`config.mk`:
```
export PLATFORM = sky130hd
export DESIGN_NAME = priority_daisy_chain_arbiter
export DESIGN_NICKNAME = d
export VERILOG_FILES = /design/src/hw/arb_pkg.sv /design/src/hw/priority_daisy_chain_arbiter.sv
export SDC_FILE = /design/constraint.sdc
export NUM_CORES = 1
export LEC_CHECK = 0
export ABC_AREA = 0
export BUFFER_PORTS_ARGS = -buffer_cell sky130_fd_sc_hd__clkbuf_2
export CORE_MARGIN = 10
export CORE_UTILIZATION = 55
export CTS_BUF_LIST = sky130_fd_sc_hd__clkbuf_4 sky130_fd_sc_hd__clkbuf_8
export DETAILED_ROUTE_END_ITERATION = 12
export PLACE_DENSITY = 0.85
export SKIP_CTS_REPAIR_TIMING = 1
export SLEW_MARGIN = 20
export SYNTH_ARGS = -nofsm -noshare
export SYNTH_HDL_FRONTEND = slang
export SYNTH_SLANG_ARGS = --single-unit
export TNS_END_PERCENT = 30
```
`constraint.sdc`:
```
create_clock -name clk -period 2.6 [get_ports clk]
set_clock_uncertainty 0.05 [all_clocks]
set_input_delay 0.52 -clock clk [delete_from_list [all_inputs] [get_ports clk]]
set_output_delay 0.52 -clock clk [all_outputs]
set_load 0.01 [all_outputs]
```
`src/hw/arb_pkg.sv`:
```
// Constants and types for the priority daisy-chain bus arbitrator
package arb_pkg;
	localparam int unsigned LEVEL_COUNT = 5;
	localparam int unsigned ADDR_WIDTH = 18;
	localparam int unsigned DATA_WIDTH = 16;
	localparam int unsigned BYTE_WIDTH = 8;
	// Index of the nonprocessor level inside the five-bit vectors
	localparam int unsigned TOP_LEVEL_INDEX = 4;
	// Processor priority field width and reset value
	localparam int unsigned CPU_LEVEL_WIDTH = 3;
	localparam logic [2:0] CPU_LEVEL_RESET = 3'h7;
	// Time a grant may ripple the chain before it is withdrawn
	localparam int unsigned CHAIN_TIMEOUT_NS = 200;
	localparam int unsigned CLK_PERIOD_NS = 4;
	localparam int unsigned CHAIN_TIMEOUT_CYCLES = CHAIN_TIMEOUT_NS / CLK_PERIOD_NS;
	localparam int unsigned TIMER_WIDTH = 8;
	// Slave window reset values
	localparam logic [17:0] SLAVE_BASE_RESET = 18'h00000;
	localparam logic [17:0] SLAVE_MASK_RESET = 18'h3f000;

	typedef enum logic [2:0] {
		ARB_IDLE  = 3'h1,
		ARB_GRANT = 3'h2,
		ARB_WAIT  = 3'h4
	} arb_state_type;
endpackage

```
`src/hw/priority_daisy_chain_arbiter.sv`:
```
// Priority daisy-chain bus arbitrator with address-based slave select
`timescale 1ns/1ps
`default_nettype none

module priority_daisy_chain_arbiter
	import arb_pkg::*;
#(
	parameter int unsigned TIMEOUT_CYCLES = CHAIN_TIMEOUT_CYCLES
) (
	input  wire logic                                clk,
	input  wire logic                                rst_n,
	input  wire logic [arb_pkg::LEVEL_COUNT-1:0]     request_in,
	input  wire logic [arb_pkg::CPU_LEVEL_WIDTH-1:0] cpu_level,
	input  wire logic                                cpu_int_ready,
	input  wire logic                                select_ack_in,
	input  wire logic                                bus_busy_in,
	input  wire logic [arb_pkg::LEVEL_COUNT-1:0]     grant_return_in,
	input  wire logic [arb_pkg::ADDR_WIDTH-1:0]      addr_in,
	input  wire logic                                addr_valid_in,
	input  wire logic [arb_pkg::ADDR_WIDTH-1:0]      slave_base,
	input  wire logic [arb_pkg::ADDR_WIDTH-1:0]      slave_mask,
	output logic      [arb_pkg::LEVEL_COUNT-1:0]     grant_out,
	output logic                                     cpu_bus_free,
	output logic                                     slave_selected,
	output logic                                     slave_byte_lane
);
	import arb_pkg::*;

	// ********************************
	// Input synchronisers
	// ********************************
	logic [LEVEL_COUNT-1:0] req_meta_ff;
	logic [LEVEL_COUNT-1:0] req_sync_ff;
	logic [CPU_LEVEL_WIDTH-1:0] lvl_meta_ff;
	logic [CPU_LEVEL_WIDTH-1:0] lvl_sync_ff;
	logic [2:0] ctl_meta_ff;
	logic [2:0] ctl_sync_ff;
	logic [LEVEL_COUNT-1:0] ret_meta_ff;
	logic [LEVEL_COUNT-1:0] ret_sync_ff;
	logic [ADDR_WIDTH:0] adr_meta_ff;
	logic [ADDR_WIDTH:0] adr_sync_ff;
	logic [ADDR_WIDTH-1:0] base_meta_ff;
	logic [ADDR_WIDTH-1:0] base_sync_ff;
	logic [ADDR_WIDTH-1:0] mask_meta_ff;
	logic [ADDR_WIDTH-1:0] mask_sync_ff;
	logic                  valid_dly_ff;

	always_ff @(posedge clk) begin
		if (!rst_n) begin
			req_meta_ff <= '0;
			req_sync_ff <= '0;
			lvl_meta_ff <= CPU_LEVEL_RESET;
			lvl_sync_ff <= CPU_LEVEL_RESET;
			ctl_meta_ff <= '0;
			ctl_sync_ff <= '0;
			ret_meta_ff <= '0;
			ret_sync_ff <= '0;
			adr_meta_ff <= '0;
			adr_sync_ff <= '0;
			base_meta_ff <= SLAVE_BASE_RESET;
			base_sync_ff <= SLAVE_BASE_RESET;
			mask_meta_ff <= SLAVE_MASK_RESET;
			mask_sync_ff <= SLAVE_MASK_RESET;
			valid_dly_ff <= 1'b0;
		end else begin
			req_meta_ff <= request_in;
			req_sync_ff <= req_meta_ff;
			lvl_meta_ff <= cpu_level;
			lvl_sync_ff <= lvl_meta_ff;
			ctl_meta_ff <= {cpu_int_ready, select_ack_in, bus_busy_in};
			ctl_sync_ff <= ctl_meta_ff;
			ret_meta_ff <= grant_return_in;
			ret_sync_ff <= ret_meta_ff;
			adr_meta_ff <= {addr_valid_in, addr_in};
			adr_sync_ff <= adr_meta_ff;
			base_meta_ff <= slave_base;
			base_sync_ff <= base_meta_ff;
			mask_meta_ff <= slave_mask;
			mask_sync_ff <= mask_meta_ff;
			// Valid one cycle older than the synced address word
			valid_dly_ff <= adr_sync_ff[ADDR_WIDTH];
		end
	end

	wire int_ready = ctl_sync_ff[2];
	wire ack       = ctl_sync_ff[1];
	wire busy      = ctl_sync_ff[0];

	// ********************************
	// Priority compare
	// ********************************
	// Level n (0..3) is interrupt level n+4; top bit is nonprocessor level
	wire [LEVEL_COUNT-1:0] lvl_ok;
	genvar gi;
	generate
		for (gi = 0; gi < LEVEL_COUNT - 1; gi++) begin : g_lvl
			assign lvl_ok[gi] = int_ready && (lvl_sync_ff < CPU_LEVEL_WIDTH'(gi + 4));
		end
	endgenerate
	assign lvl_ok[TOP_LEVEL_INDEX] = 1'b1;

	wire [LEVEL_COUNT-1:0] eligible = req_sync_ff & lvl_ok;

	// Highest eligible level wins; one-hot result
	logic [LEVEL_COUNT-1:0] pick;
	always_comb begin
		pick = '0;
		for (int i = 0; i < LEVEL_COUNT; i++) begin
			if (eligible[i]) begin
				pick = '0;
				pick[i] = 1'b1;
			end
		end
	end
	wire any_pick = |eligible;

	// ********************************
	// Grant sequencer
	// ********************************
	arb_state_type state_ff;
	arb_state_type nxt_state;
	logic [LEVEL_COUNT-1:0] grant_ff;
	logic [LEVEL_COUNT-1:0] nxt_grant;
	logic [TIMER_WIDTH-1:0] timer_ff;
	logic [TIMER_WIDTH-1:0] nxt_timer;
	logic cpu_free_ff;

	wire timed_out   = (timer_ff >= TIMER_WIDTH'(TIMEOUT_CYCLES));
	wire chain_end   = |(grant_ff & ret_sync_ff);
	// Returns of a withdrawn grant linger two cycles in the synchroniser
	wire ret_pending = |ret_sync_ff;

	always_comb begin
		nxt_state = state_ff;
		nxt_grant = grant_ff;
		nxt_timer = '0;
		case (state_ff)
			ARB_IDLE: begin
				if (any_pick && !ret_pending) begin
					nxt_state = ARB_GRANT;
					nxt_grant = pick;
				end
			end
			ARB_GRANT: begin
				nxt_timer = timer_ff + 1'b1;
				if (ack) begin
					nxt_state = ARB_WAIT;
					nxt_grant = '0;
				end else if (chain_end || timed_out) begin
					nxt_state = ARB_IDLE;
					nxt_grant = '0;
				end
			end
			ARB_WAIT: begin
				// Next master takes over only after the current one leaves
				if (!ack) begin
					nxt_state = ARB_IDLE;
				end
			end
			default: begin
				nxt_state = ARB_IDLE;
				nxt_grant = '0;
			end
		endcase
	end

	always_ff @(posedge clk) begin
		if (!rst_n) begin
			state_ff    <= ARB_IDLE;
			grant_ff    <= '0;
			timer_ff    <= '0;
			cpu_free_ff <= 1'b0;
		end else begin
			state_ff    <= nxt_state;
			grant_ff    <= nxt_grant;
			timer_ff    <= nxt_timer;
			cpu_free_ff <= !busy && !eligible[TOP_LEVEL_INDEX] && (state_ff == ARB_IDLE)
				&& !any_pick;
		end
	end

	assign grant_out    = grant_ff;
	assign cpu_bus_free = cpu_free_ff;

	// ********************************
	// Slave address decode
	// ********************************
	logic sel_ff;
	logic lane_ff;
	wire [ADDR_WIDTH-1:0] adr = adr_sync_ff[ADDR_WIDTH-1:0];
	// Decode only once the valid bit has stood a full cycle; address bits are compared as they stand that cycle
	wire hit = adr_sync_ff[ADDR_WIDTH] && valid_dly_ff
		&& ((adr & mask_sync_ff) == (base_sync_ff & mask_sync_ff));

	always_ff @(posedge clk) begin
		if (!rst_n) begin
			sel_ff  <= 1'b0;
			lane_ff <= 1'b0;
		end else begin
			sel_ff  <= hit;
			lane_ff <= adr[0];
		end
	end

	assign slave_selected  = sel_ff;
	assign slave_byte_lane = lane_ff;
endmodule

`default_nettype wire

```
== Word level (Yosys, flattened, before mapping) ==
Cells that the tools add are included.
W data, S select, Z words.
Word-level totals
  bits in registers: 162
  latch bits: 0
  memory bits (writable): 0
  bits in read-only memories: 0
  logic and storage cells: 74
  memories: 0
Operators by class
  $add $sub $neg: 1
  multiply operators: 0
  div/mod/pow operators: 0
  order comparisons: 5
  eq/ne operators: 7
  shift-type cells: 0
  mux-type cells: 14
  bitwise logic cells: 5
  reductions and logical operators: 21
Operators with widths (number)
  $and A18 B18 Y18: 2
  $mux W5: 7
  $eq A18 B18 Y1: 1
  $pmux W5 S3: 1
  $reduce_or A5 Y1: 3
  $lt A3 B3 Y1 const B: 4
  $mux W3: 4
  $and A5 B5 Y5: 2
  $logic_and A1 B1 Y1: 10
  $pmux W3 S3: 1
  $add A8 B1 Y8 const B: 1
  $ge A8 B6 Y1 const B: 1
  $reduce_and A3 Y1: 2
  $logic_not A1 Y1: 4
  $ne A2 B2 Y1 const B: 2
  $eq A3 B1 Y1 const B: 1
  $eq A3 B2 Y1 const B: 1
  $eq A3 B3 Y1 const B: 1
  $ne A3 B3 Y1 const B: 1
  $reduce_and A2 Y1: 1
  $logic_or A1 B1 Y1: 1
  $mux W1: 1
  $not A1 Y1: 1

== Longest topological paths before layout ==
Gate-level depths: netlist of the first run.
  word-level depth: 10
  mapped depth: 8

== Worst setup path after synthesis of the first run ==
OpenSTA, ideal clock, no wires.
  kind: reg2reg
  start point: register ret_sync_ff[0]
  end point: register grant_ff[0] (netlist: grant_out[0])
  data arrival time: 1495 ps
  data required time: 2432 ps
  setup slack: 936 ps
  stages on the path, launching flop included: 7
  path buffers: 1
  path through: dfxtp_1 or4_4 nor2_4 o22ai_1 a211o_1 buf_6 mux2i_1
Between the ends
  cells in the longest elaborated chain, start to end: 5
Ends and longest elaborated chain
  from (decl): RTL line priority_daisy_chain_arbiter.sv:39  | logic [LEVEL_COUNT-1:0] ret_sync_ff;
  from (signal assigned): RTL line priority_daisy_chain_arbiter.sv:73  | ret_sync_ff <= ret_meta_ff;
  $and A5 B5 Y5 / $reduce_or A5 Y1 (equally long branches): RTL line priority_daisy_chain_arbiter.sv:129, priority_daisy_chain_arbiter.sv:131
  $reduce_or A5 Y1 / $logic_not A1 Y1 (equally long branches): RTL line priority_daisy_chain_arbiter.sv:129, priority_daisy_chain_arbiter.sv:139
  $logic_or A1 B1 Y1 / $logic_and A1 B1 Y1 (equally long branches): RTL line priority_daisy_chain_arbiter.sv:149, priority_daisy_chain_arbiter.sv:139
  $ne A3 B3 Y1 (no source line) / $ne A2 B2 Y1 (equally long branches)
  $reduce_and A3 Y1 (no source line) *
  to (signal assigned): RTL line priority_daisy_chain_arbiter.sv:175  | grant_ff <= nxt_grant;
  to (decl): RTL line priority_daisy_chain_arbiter.sv:122  | logic [LEVEL_COUNT-1:0] grant_ff;
Every way passes the cells marked *; elsewhere a longest branch is shown, timed or not.
A chain may end at the register's enable or synchronous reset.

== Worst setup path after layout of the first run ==
  start point: register state_ff[0]
  end point: register grant_ff[1] (netlist: grant_out[1])
Between the ends
  cells in the longest elaborated chain, start to end: 3
Ends and longest elaborated chain
  from (decl): RTL line priority_daisy_chain_arbiter.sv:120  | arb_state_type state_ff;
  from (signal assigned): RTL line priority_daisy_chain_arbiter.sv:174  | state_ff <= nxt_state;
  $eq A3 B2 Y1 (tied with other cells): RTL line priority_daisy_chain_arbiter.sv:137  | case (state_ff)
  $ne A3 B3 Y1 (no source line) (tied with other cells)
  $reduce_and A3 Y1 (no source line)
Several ways; a longest one is shown, not always the timed one.

==> results.yml, run 1 <==
power_and_ir_drop:
  powerDensity_nw_per_um2: 797.6
  power_frac_seq_pct: 55.7
  swShare_pct: 22.61
  p_sw_w: 0.001063
  p_leak_nw: 2.639
  power.share.clock_pct: 39.7
  peakVddDrop_v: 0.0006209
  finalPower_w: 0.004703
  combPwrFrac_pct: 4.6
  internal_power_w: 0.003640
grt:
  grt_usage_pct: 13.25
  grt_pass1_vias: 3108
  globalRouteOverflowTotal: 0
  antenna_found_initial: 0
  grt_max_degree: 66
  grt_pass1_wl_mm: 13.92
detailed_routing:
  vias: 2991
  via_per_inst: 4.666
  dr.pass1.iters: 4
  detail_route.wl_per_cell_microns: 12.98
  drc: 0
  dr.first_iter.drc_count: 173
  drtAntennaViolNets: 0
  wl_mm: 8.318
cts:
  cts_tree: "done"
  clk_pin_slew_ns: 0.09
  cts_root_buf: "clkbuf_8"
  cts.sinks: 162
  cts_inserted_buffers: 17
  cts_htree_levels: 4
  clk_path_buf_depth: 2
  worstSkewPairLatency_ns: 0.43
synth:
  avgSynthCellArea_sq_um: 11.43
  ys_seq_area_share_pct: 64.77
  async_flop_share_pct: 0
  ys_ff_latch: 162
  yosys.area.top_type: "dfxtp_1"
  synth_flop_cell: "dfxtp_1"
  synth_top_area_share_pct: 64.77
  syn_area_sq_um: 5007
  ys_top_cells_by_area: "dfxtp_1, and2_1, xor2_1"
  yosys.cell_types.count: 41
  syn-instance-count: 438
  synth_edf_count: 0
  ys_warn_count: 0
  synth_nets: 513
worst_setup_path:
  endpoint_kind: "register"
  path_max_fanout: 7
  r2r-start: "state_ff[0]"
  regToRegEndpoint: "grant_out[1]"
  worst_ep_required_time_ns: 2.91
  rrSetupSlack_ns: 0.73
  r2r_cells: 5
  path_class: "register to register"
  worstPathArrival_ns: 2.18
  crit_path_start_kind: "register"
die:
  core-area_sq_um: 8806
  chipHeight_microns: 115.4
  initial_core_util_pct: 56.86
  io_pins: 81
  die_x_microns: 115.4
  num_rows: 34
  fp.dieArea_sq_um: 13320
sta:
  fin_tns_setup_ns: 0
  rsz0062_at_grt: "false"
  drv_slew: 0
  relSlewSlack_pct: 68.50
  max_slew.worst_pin.slew_ns: 0.4715
  finalHoldViolations: 0
  max_freq_mhz: 534.9
  fin_crit_ns: 1.870
  fin_crit_sh_pct: 71.91
  setup-violations-final: 0
layout:
  diodes: 0
  final_cell_mix: "dfxtp_1, and2_1, clkbuf_2, xor2_1, nand2b_1"
  syn2layout_area_growth_pct: 17.77
  drive_gt1_share_pct: 22.14
  fillers: 664
  final_common_cell: "dfxtp_1"
  finalNetCount: 595
placement:
  io_buffers: 80
  gp_congestion: 0.7658
  post-dp-hpwl_mm: 5.820
hold_path:
  min_path_type: "primary input to register"
  whs_path_depth: 2
  hold_end: "lvl_meta_ff[0]"
  hold_path.startpoint: "cpu_level[0]"
run:
  drv_cap: 0
status:
  status: "complete, no violations"
-- cells in the mapped netlist (all sizes together) (2+ instances only) --
cell type and number:
buf 2, nand2 13, nand2b 19, nand3 8, o21ai 4, a22oi 6
xor2 22, mux2i 5, nor3b 2, and2 127, o21a 2, xnor2 2
a222oi 2, nor2 13, a21oi 4, dfxtp 162, nor3 2, nand4 4
clkbuf 17, ha 2, and4b 2
-- through the flow --
stage / hold slack [ns] / instances / worst slack [ns] / util (%) / cell area (sq um)
floorplan: 0.3363 / 438 / 0.9364 / - / 5007
global placement: 0.3433 / 609 / 0.8729 / 62.21 / 5478
detailed placement: 0.3433 / 609 / 0.7636 / 62.21 / 5478
CTS: 0.1807 / 641 / 0.7445 / 66.97 / 5897
global route: 0.1749 / 641 / 0.5407 / 66.97 / 5897
finish: 0.2075 / 641 / 0.7303 / 66.97 / 5897
-- logic make-up (layout without fill, tap and decap cells) --
family                     count (synthesis)  count (layout)  share of synthesized area [%]
adders and majority gates                  2               2                         0.4997
DFF                                      162             162                          64.77
muxes                                      6               6                          1.224
xor gates and xnor gates                  24              24                          4.198
buffers and inverters                     20             115                          1.724
and+or+nand+nor                          200             200                          24.21
AOI/OAI and AO/OA                         24              24                          3.373
-- critical path, stage by stage, from the launching register on --
cell and delay (ns):
dfxtp_1 0.42, or3b_4 0.43, nor3b_1 0.44, and2_1 0.22, nand4_1 0.10, mux2i_1 0.14
-- flip-flops by register name, summed over array words and instances (netlist names), 3 cells and up --
register      count
adr_sync_ff      19
req_sync_ff       5
ret_meta_ff       5
timer_ff          8
grant_out         5
state_ff          3
ctl_sync_ff       3
mask_sync_ff     18
base_meta_ff     18
ret_sync_ff       5
lvl_sync_ff       3
adr_meta_ff      19
base_sync_ff     18
lvl_meta_ff       3
ctl_meta_ff       3
mask_meta_ff     18
req_meta_ff       5
-- how the worst max path moves through the flow --
stage                         from            to  slack (ns)  cells past startpoint
detailed placement     timer_ff[0]  grant_out[3]        0.76                      7
CTS                    timer_ff[0]  grant_out[3]        0.74                      7
global route           state_ff[0]  grant_out[1]        0.54                      5
finish                 state_ff[0]  grant_out[1]        0.73                      5
floorplan           ret_sync_ff[0]  grant_out[0]        0.94                      6
global placement       timer_ff[0]  grant_out[0]        0.87                      7
-- area by class of cell --
class,count,area [sq um],share of cell area [%]
Clock inverter,13,163.9,2.780
Tap cell,108,135.1,2.292
Inverter,1,3.754,0.06365
Multi-Input combinational cell,256,1678,28.45
Timing Repair Buffer,82,417.9,7.087
Sequential cell,162,3243,55.00
Clock buffer,19,255.2,4.328
-- power by group through the flow --
stage / registers, W / clock network [W] / logic (W)
CTS: 0.00262 / 0.00191 / 0.000221
floorplan: 0.00267 / 0 / 0.000144
global route: 0.00263 / 0.00203 / 0.000246
detailed placement: 0.00268 / 0 / 0.000218
global placement: 0.00267 / 0 / 0.000211
finish: 0.00262 / 0.00187 / 0.000216
-- per-layer routing --
layer  up-vias  share of wire [%]  track usage, %
li1       1566                  -               -
met1      1340                 44           14.48
met2        74                 49           22.01
met3        11                5.4           5.530
met4         0                1.5           6.250
met5         -                  0               0
(Power assumes the default switching activity.)
==> run 2, diff against run 1 <==
ABC_AREA = 1   (was 0)
clock period = 1.88 ns   (was 2.6 ns; I/O delays follow)
==> run 2 against run 1 <==
Effect of this change: die area is 4.3% higher; hold slack got worse by 0.15 ns; maximum frequency up 19%; cell count is 34% higher; register-to-register slack got worse by 0.42 ns.
==> results.yml, run 2 <==
power_and_ir_drop:
  peakVddDrop_v: 0.0007086
  internal_power_w: 0.004965
  p_leak_nw: 3.658
  swShare_pct: 26.35
  power_frac_seq_pct: 55.0
  power.share.clock_pct: 36.5
  combPwrFrac_pct: 8.5
  p_sw_w: 0.001776
  powerDensity_nw_per_um2: 1091
synth:
  syn-instance-count: 633
  avgSynthCellArea_sq_um: 8.322
  ys_top_cells_by_area: "dfxtp_1, nand2_1, inv_1"
  ys_ff_latch: 162
  synth_edf_count: 0
  synth_flop_cell: "dfxtp_1"
  synth_nets: 708
  yosys.area.top_type: "dfxtp_1"
  synth_top_area_share_pct: 61.57
  ys_seq_area_share_pct: 61.57
  yosysMostFrequentCell: "nand2_1"
  async_flop_share_pct: 0
  yosys.cell_types.count: 30
  synthTopCellsByCount: "nand2_1, dfxtp_1, inv_1"
  syn_area_sq_um: 5268
  ys_warn_count: 0
layout:
  finalNetCount: 794
  drive_gt1_share_pct: 20.22
  final_cell_mix: "nand2_1, dfxtp_1, inv_1, clkbuf_2, nor2_1"
  top_regs: "adr_meta_ff x19, adr_sync_ff x19"
  final_common_cell: "nand2_1"
  fillers: 729
  diodes: 0
  syn2layout_area_growth_pct: 17.32
detailed_routing:
  dr.pass1.iters: 4
  drc: 0
  vias: 3711
  via_per_inst: 4.310
  detail_route.wl_per_cell_microns: 10.66
  dr.first_iter.drc_count: 136
  drtAntennaViolNets: 0
  wl_mm: 9.179
cts:
  cts_root_buf: "clkbuf_8"
  cts_tree: "done"
  cts_inserted_buffers: 17
  cts.sinks: 162
  clk_path_buf_depth: 2
  worstSkewPairLatency_ns: 0.44
  cts_htree_levels: 4
  clk_pin_slew_ns: 0.09
worst_setup_path:
  cp_slowest_cell: "dfxtp_1"
  rrSetupSlack_ns: 0.31
  r2r_cells: 12
  worstPathArrival_ns: 1.86
  path_max_fanout: 6
  endpoint_kind: "register"
  crit_buf_inv: 1
  path_cells: "inv_1 > ha_1 > nor2_1 > nand2_1 > nand2_1 > nand2_1 > nor2_1 > nor2_2 > nand2_4 > nand2_1 > nand2_1 > nor2_1"
  regToRegEndpoint: "grant_out[0]"
  crit_family: "simple AND/OR/NAND/NOR gates"
  path_class: "register to register"
  critPathMaxStageDelay_ns: 0.39
  cpMostUsedCell: "nand2_1"
  worst_ep_required_time_ns: 2.17
  crit_path_start_kind: "register"
  path_depth: 12
  startpoint: "timer_ff[0]"
  crit_end: "grant_out[0]"
  r2r-start: "timer_ff[0]"
sta:
  holdWs_ns: 0.06212
  relSlewSlack_pct: 73.71
  fin_crit_ns: 1.570
  max_slew.worst_pin.slew_ns: 0.3939
  rsz0062_at_grt: "false"
  max_freq_mhz: 636.9
  fin_crit_sh_pct: 83.51
  fin_tns_setup_ns: 0
  finalHoldViolations: 0
  setup-violations-final: 0
  drv_slew: 0
grt:
  grt_usage_pct: 13.64
  grt_max_degree: 62
  grt_pass1_wl_mm: 15.67
  antenna_found_initial: 0
  globalRouteOverflowTotal: 0
  grt_pass1_vias: 3854
placement:
  io_buffers: 80
  post-dp-hpwl_mm: 6.579
  gp_congestion: 0.7855
die:
  die_x_microns: 117.9
  chipHeight_microns: 117.9
  fp.dieArea_sq_um: 13890
  num_rows: 35
  io_pins: 81
  initial_core_util_pct: 56.74
  core-area_sq_um: 9284
hold_path:
  min_path_type: "primary input to register"
status:
  status: "complete, no violations"
run:
  drv_cap: 0
-- run 2: stage by stage --
step                area (sq um)  setup WS (ns)  util (%)  total power, W  std cells
global route                6180         0.1186     66.56        0.007050        861
finish                      6180         0.3100     66.56        0.006741        861
global placement            5781         0.4155     62.26        0.004313        829
detailed placement          5781         0.3158     62.26        0.004358        829
floorplan                   5268         0.4876         -        0.004140        633
CTS                         6180         0.2955     66.56        0.006815        861
-- run 2: worst min path at each step --
| stage | start | end | cells after the start |
|---|---|---|---|
| final | addr_in[7] | adr_meta_ff[7] | 3 |
| after global routing | slave_base[6] | base_meta_ff[6] | 3 |
| after CTS | addr_in[7] | adr_meta_ff[7] | 3 |
| after detailed placement | ctl_sync_ff[0] | cpu_bus_free | 1 |
| after global placement | ctl_sync_ff[0] | cpu_bus_free | 1 |
| after floorplan | ctl_sync_ff[0] | cpu_bus_free | 1 |
-- run 2: worst reg2reg max path, stage by stage, from the launching register on --
cell     delay (ns)
dfxtp_1        0.39
inv_1          0.06
ha_1           0.19
nor2_1         0.10
nand2_1        0.06
nand2_1        0.05
nand2_1        0.04
nor2_1         0.16
nor2_2         0.10
nand2_4        0.10
nand2_1        0.06
nand2_1        0.07
nor2_1         0.04
-- run 2: logic make-up after synthesis --
| kind of cell | Yosys count | share of synthesized area [%] |
|---|---|---|
| AOI/OAI and AO/OA | 29 | 2.969 |
| xor gates and xnor gates | 4 | 0.6652 |
| adders and majority gates | 2 | 0.4750 |
| buffers and inverters | 170 | 12.61 |
| DFF | 162 | 61.57 |
| and+or+nand+nor | 266 | 21.71 |
-- run 2: per-layer routing --
layer / GRT usage (%) / wire [microns] / up-vias / share of wire [%]
li1: - / - / 1982 / -
met1: 12.64 / 3744 / 1649 / 41
met2: 25.70 / 4906 / 62 / 53
met3: 4.412 / 324 / 18 / 3.5
met4: 7.342 / 204 / 0 / 2.2
met5: 0 / 0 / - / 0
-- run 2: layout make-up --
| type | count | area (sq um) | share of cell area, % |
|---|---|---|---|
| Clock buffer | 17 | 234.0 | 3.786 |
| Clock inverter | 15 | 165.2 | 2.673 |
| Inverter | 154 | 578.1 | 9.354 |
| Multi-Input combinational cell | 301 | 1360 | 22.01 |
| Sequential cell | 162 | 3243 | 52.48 |
| Tap cell | 129 | 161.4 | 2.612 |
| Timing Repair Buffer | 83 | 437.9 | 7.086 |
-- run 2: power groups by stage --
stage / logic [W] / registers [W] / clock network, W
finish: 0.000573 / 0.00371 / 0.00246
global placement: 0.000534 / 0.00378 / 0
detailed placement: 0.000573 / 0.00379 / 0
CTS: 0.000581 / 0.00371 / 0.00253
global route: 0.000655 / 0.00373 / 0.00267
floorplan: 0.000357 / 0.00378 / 0
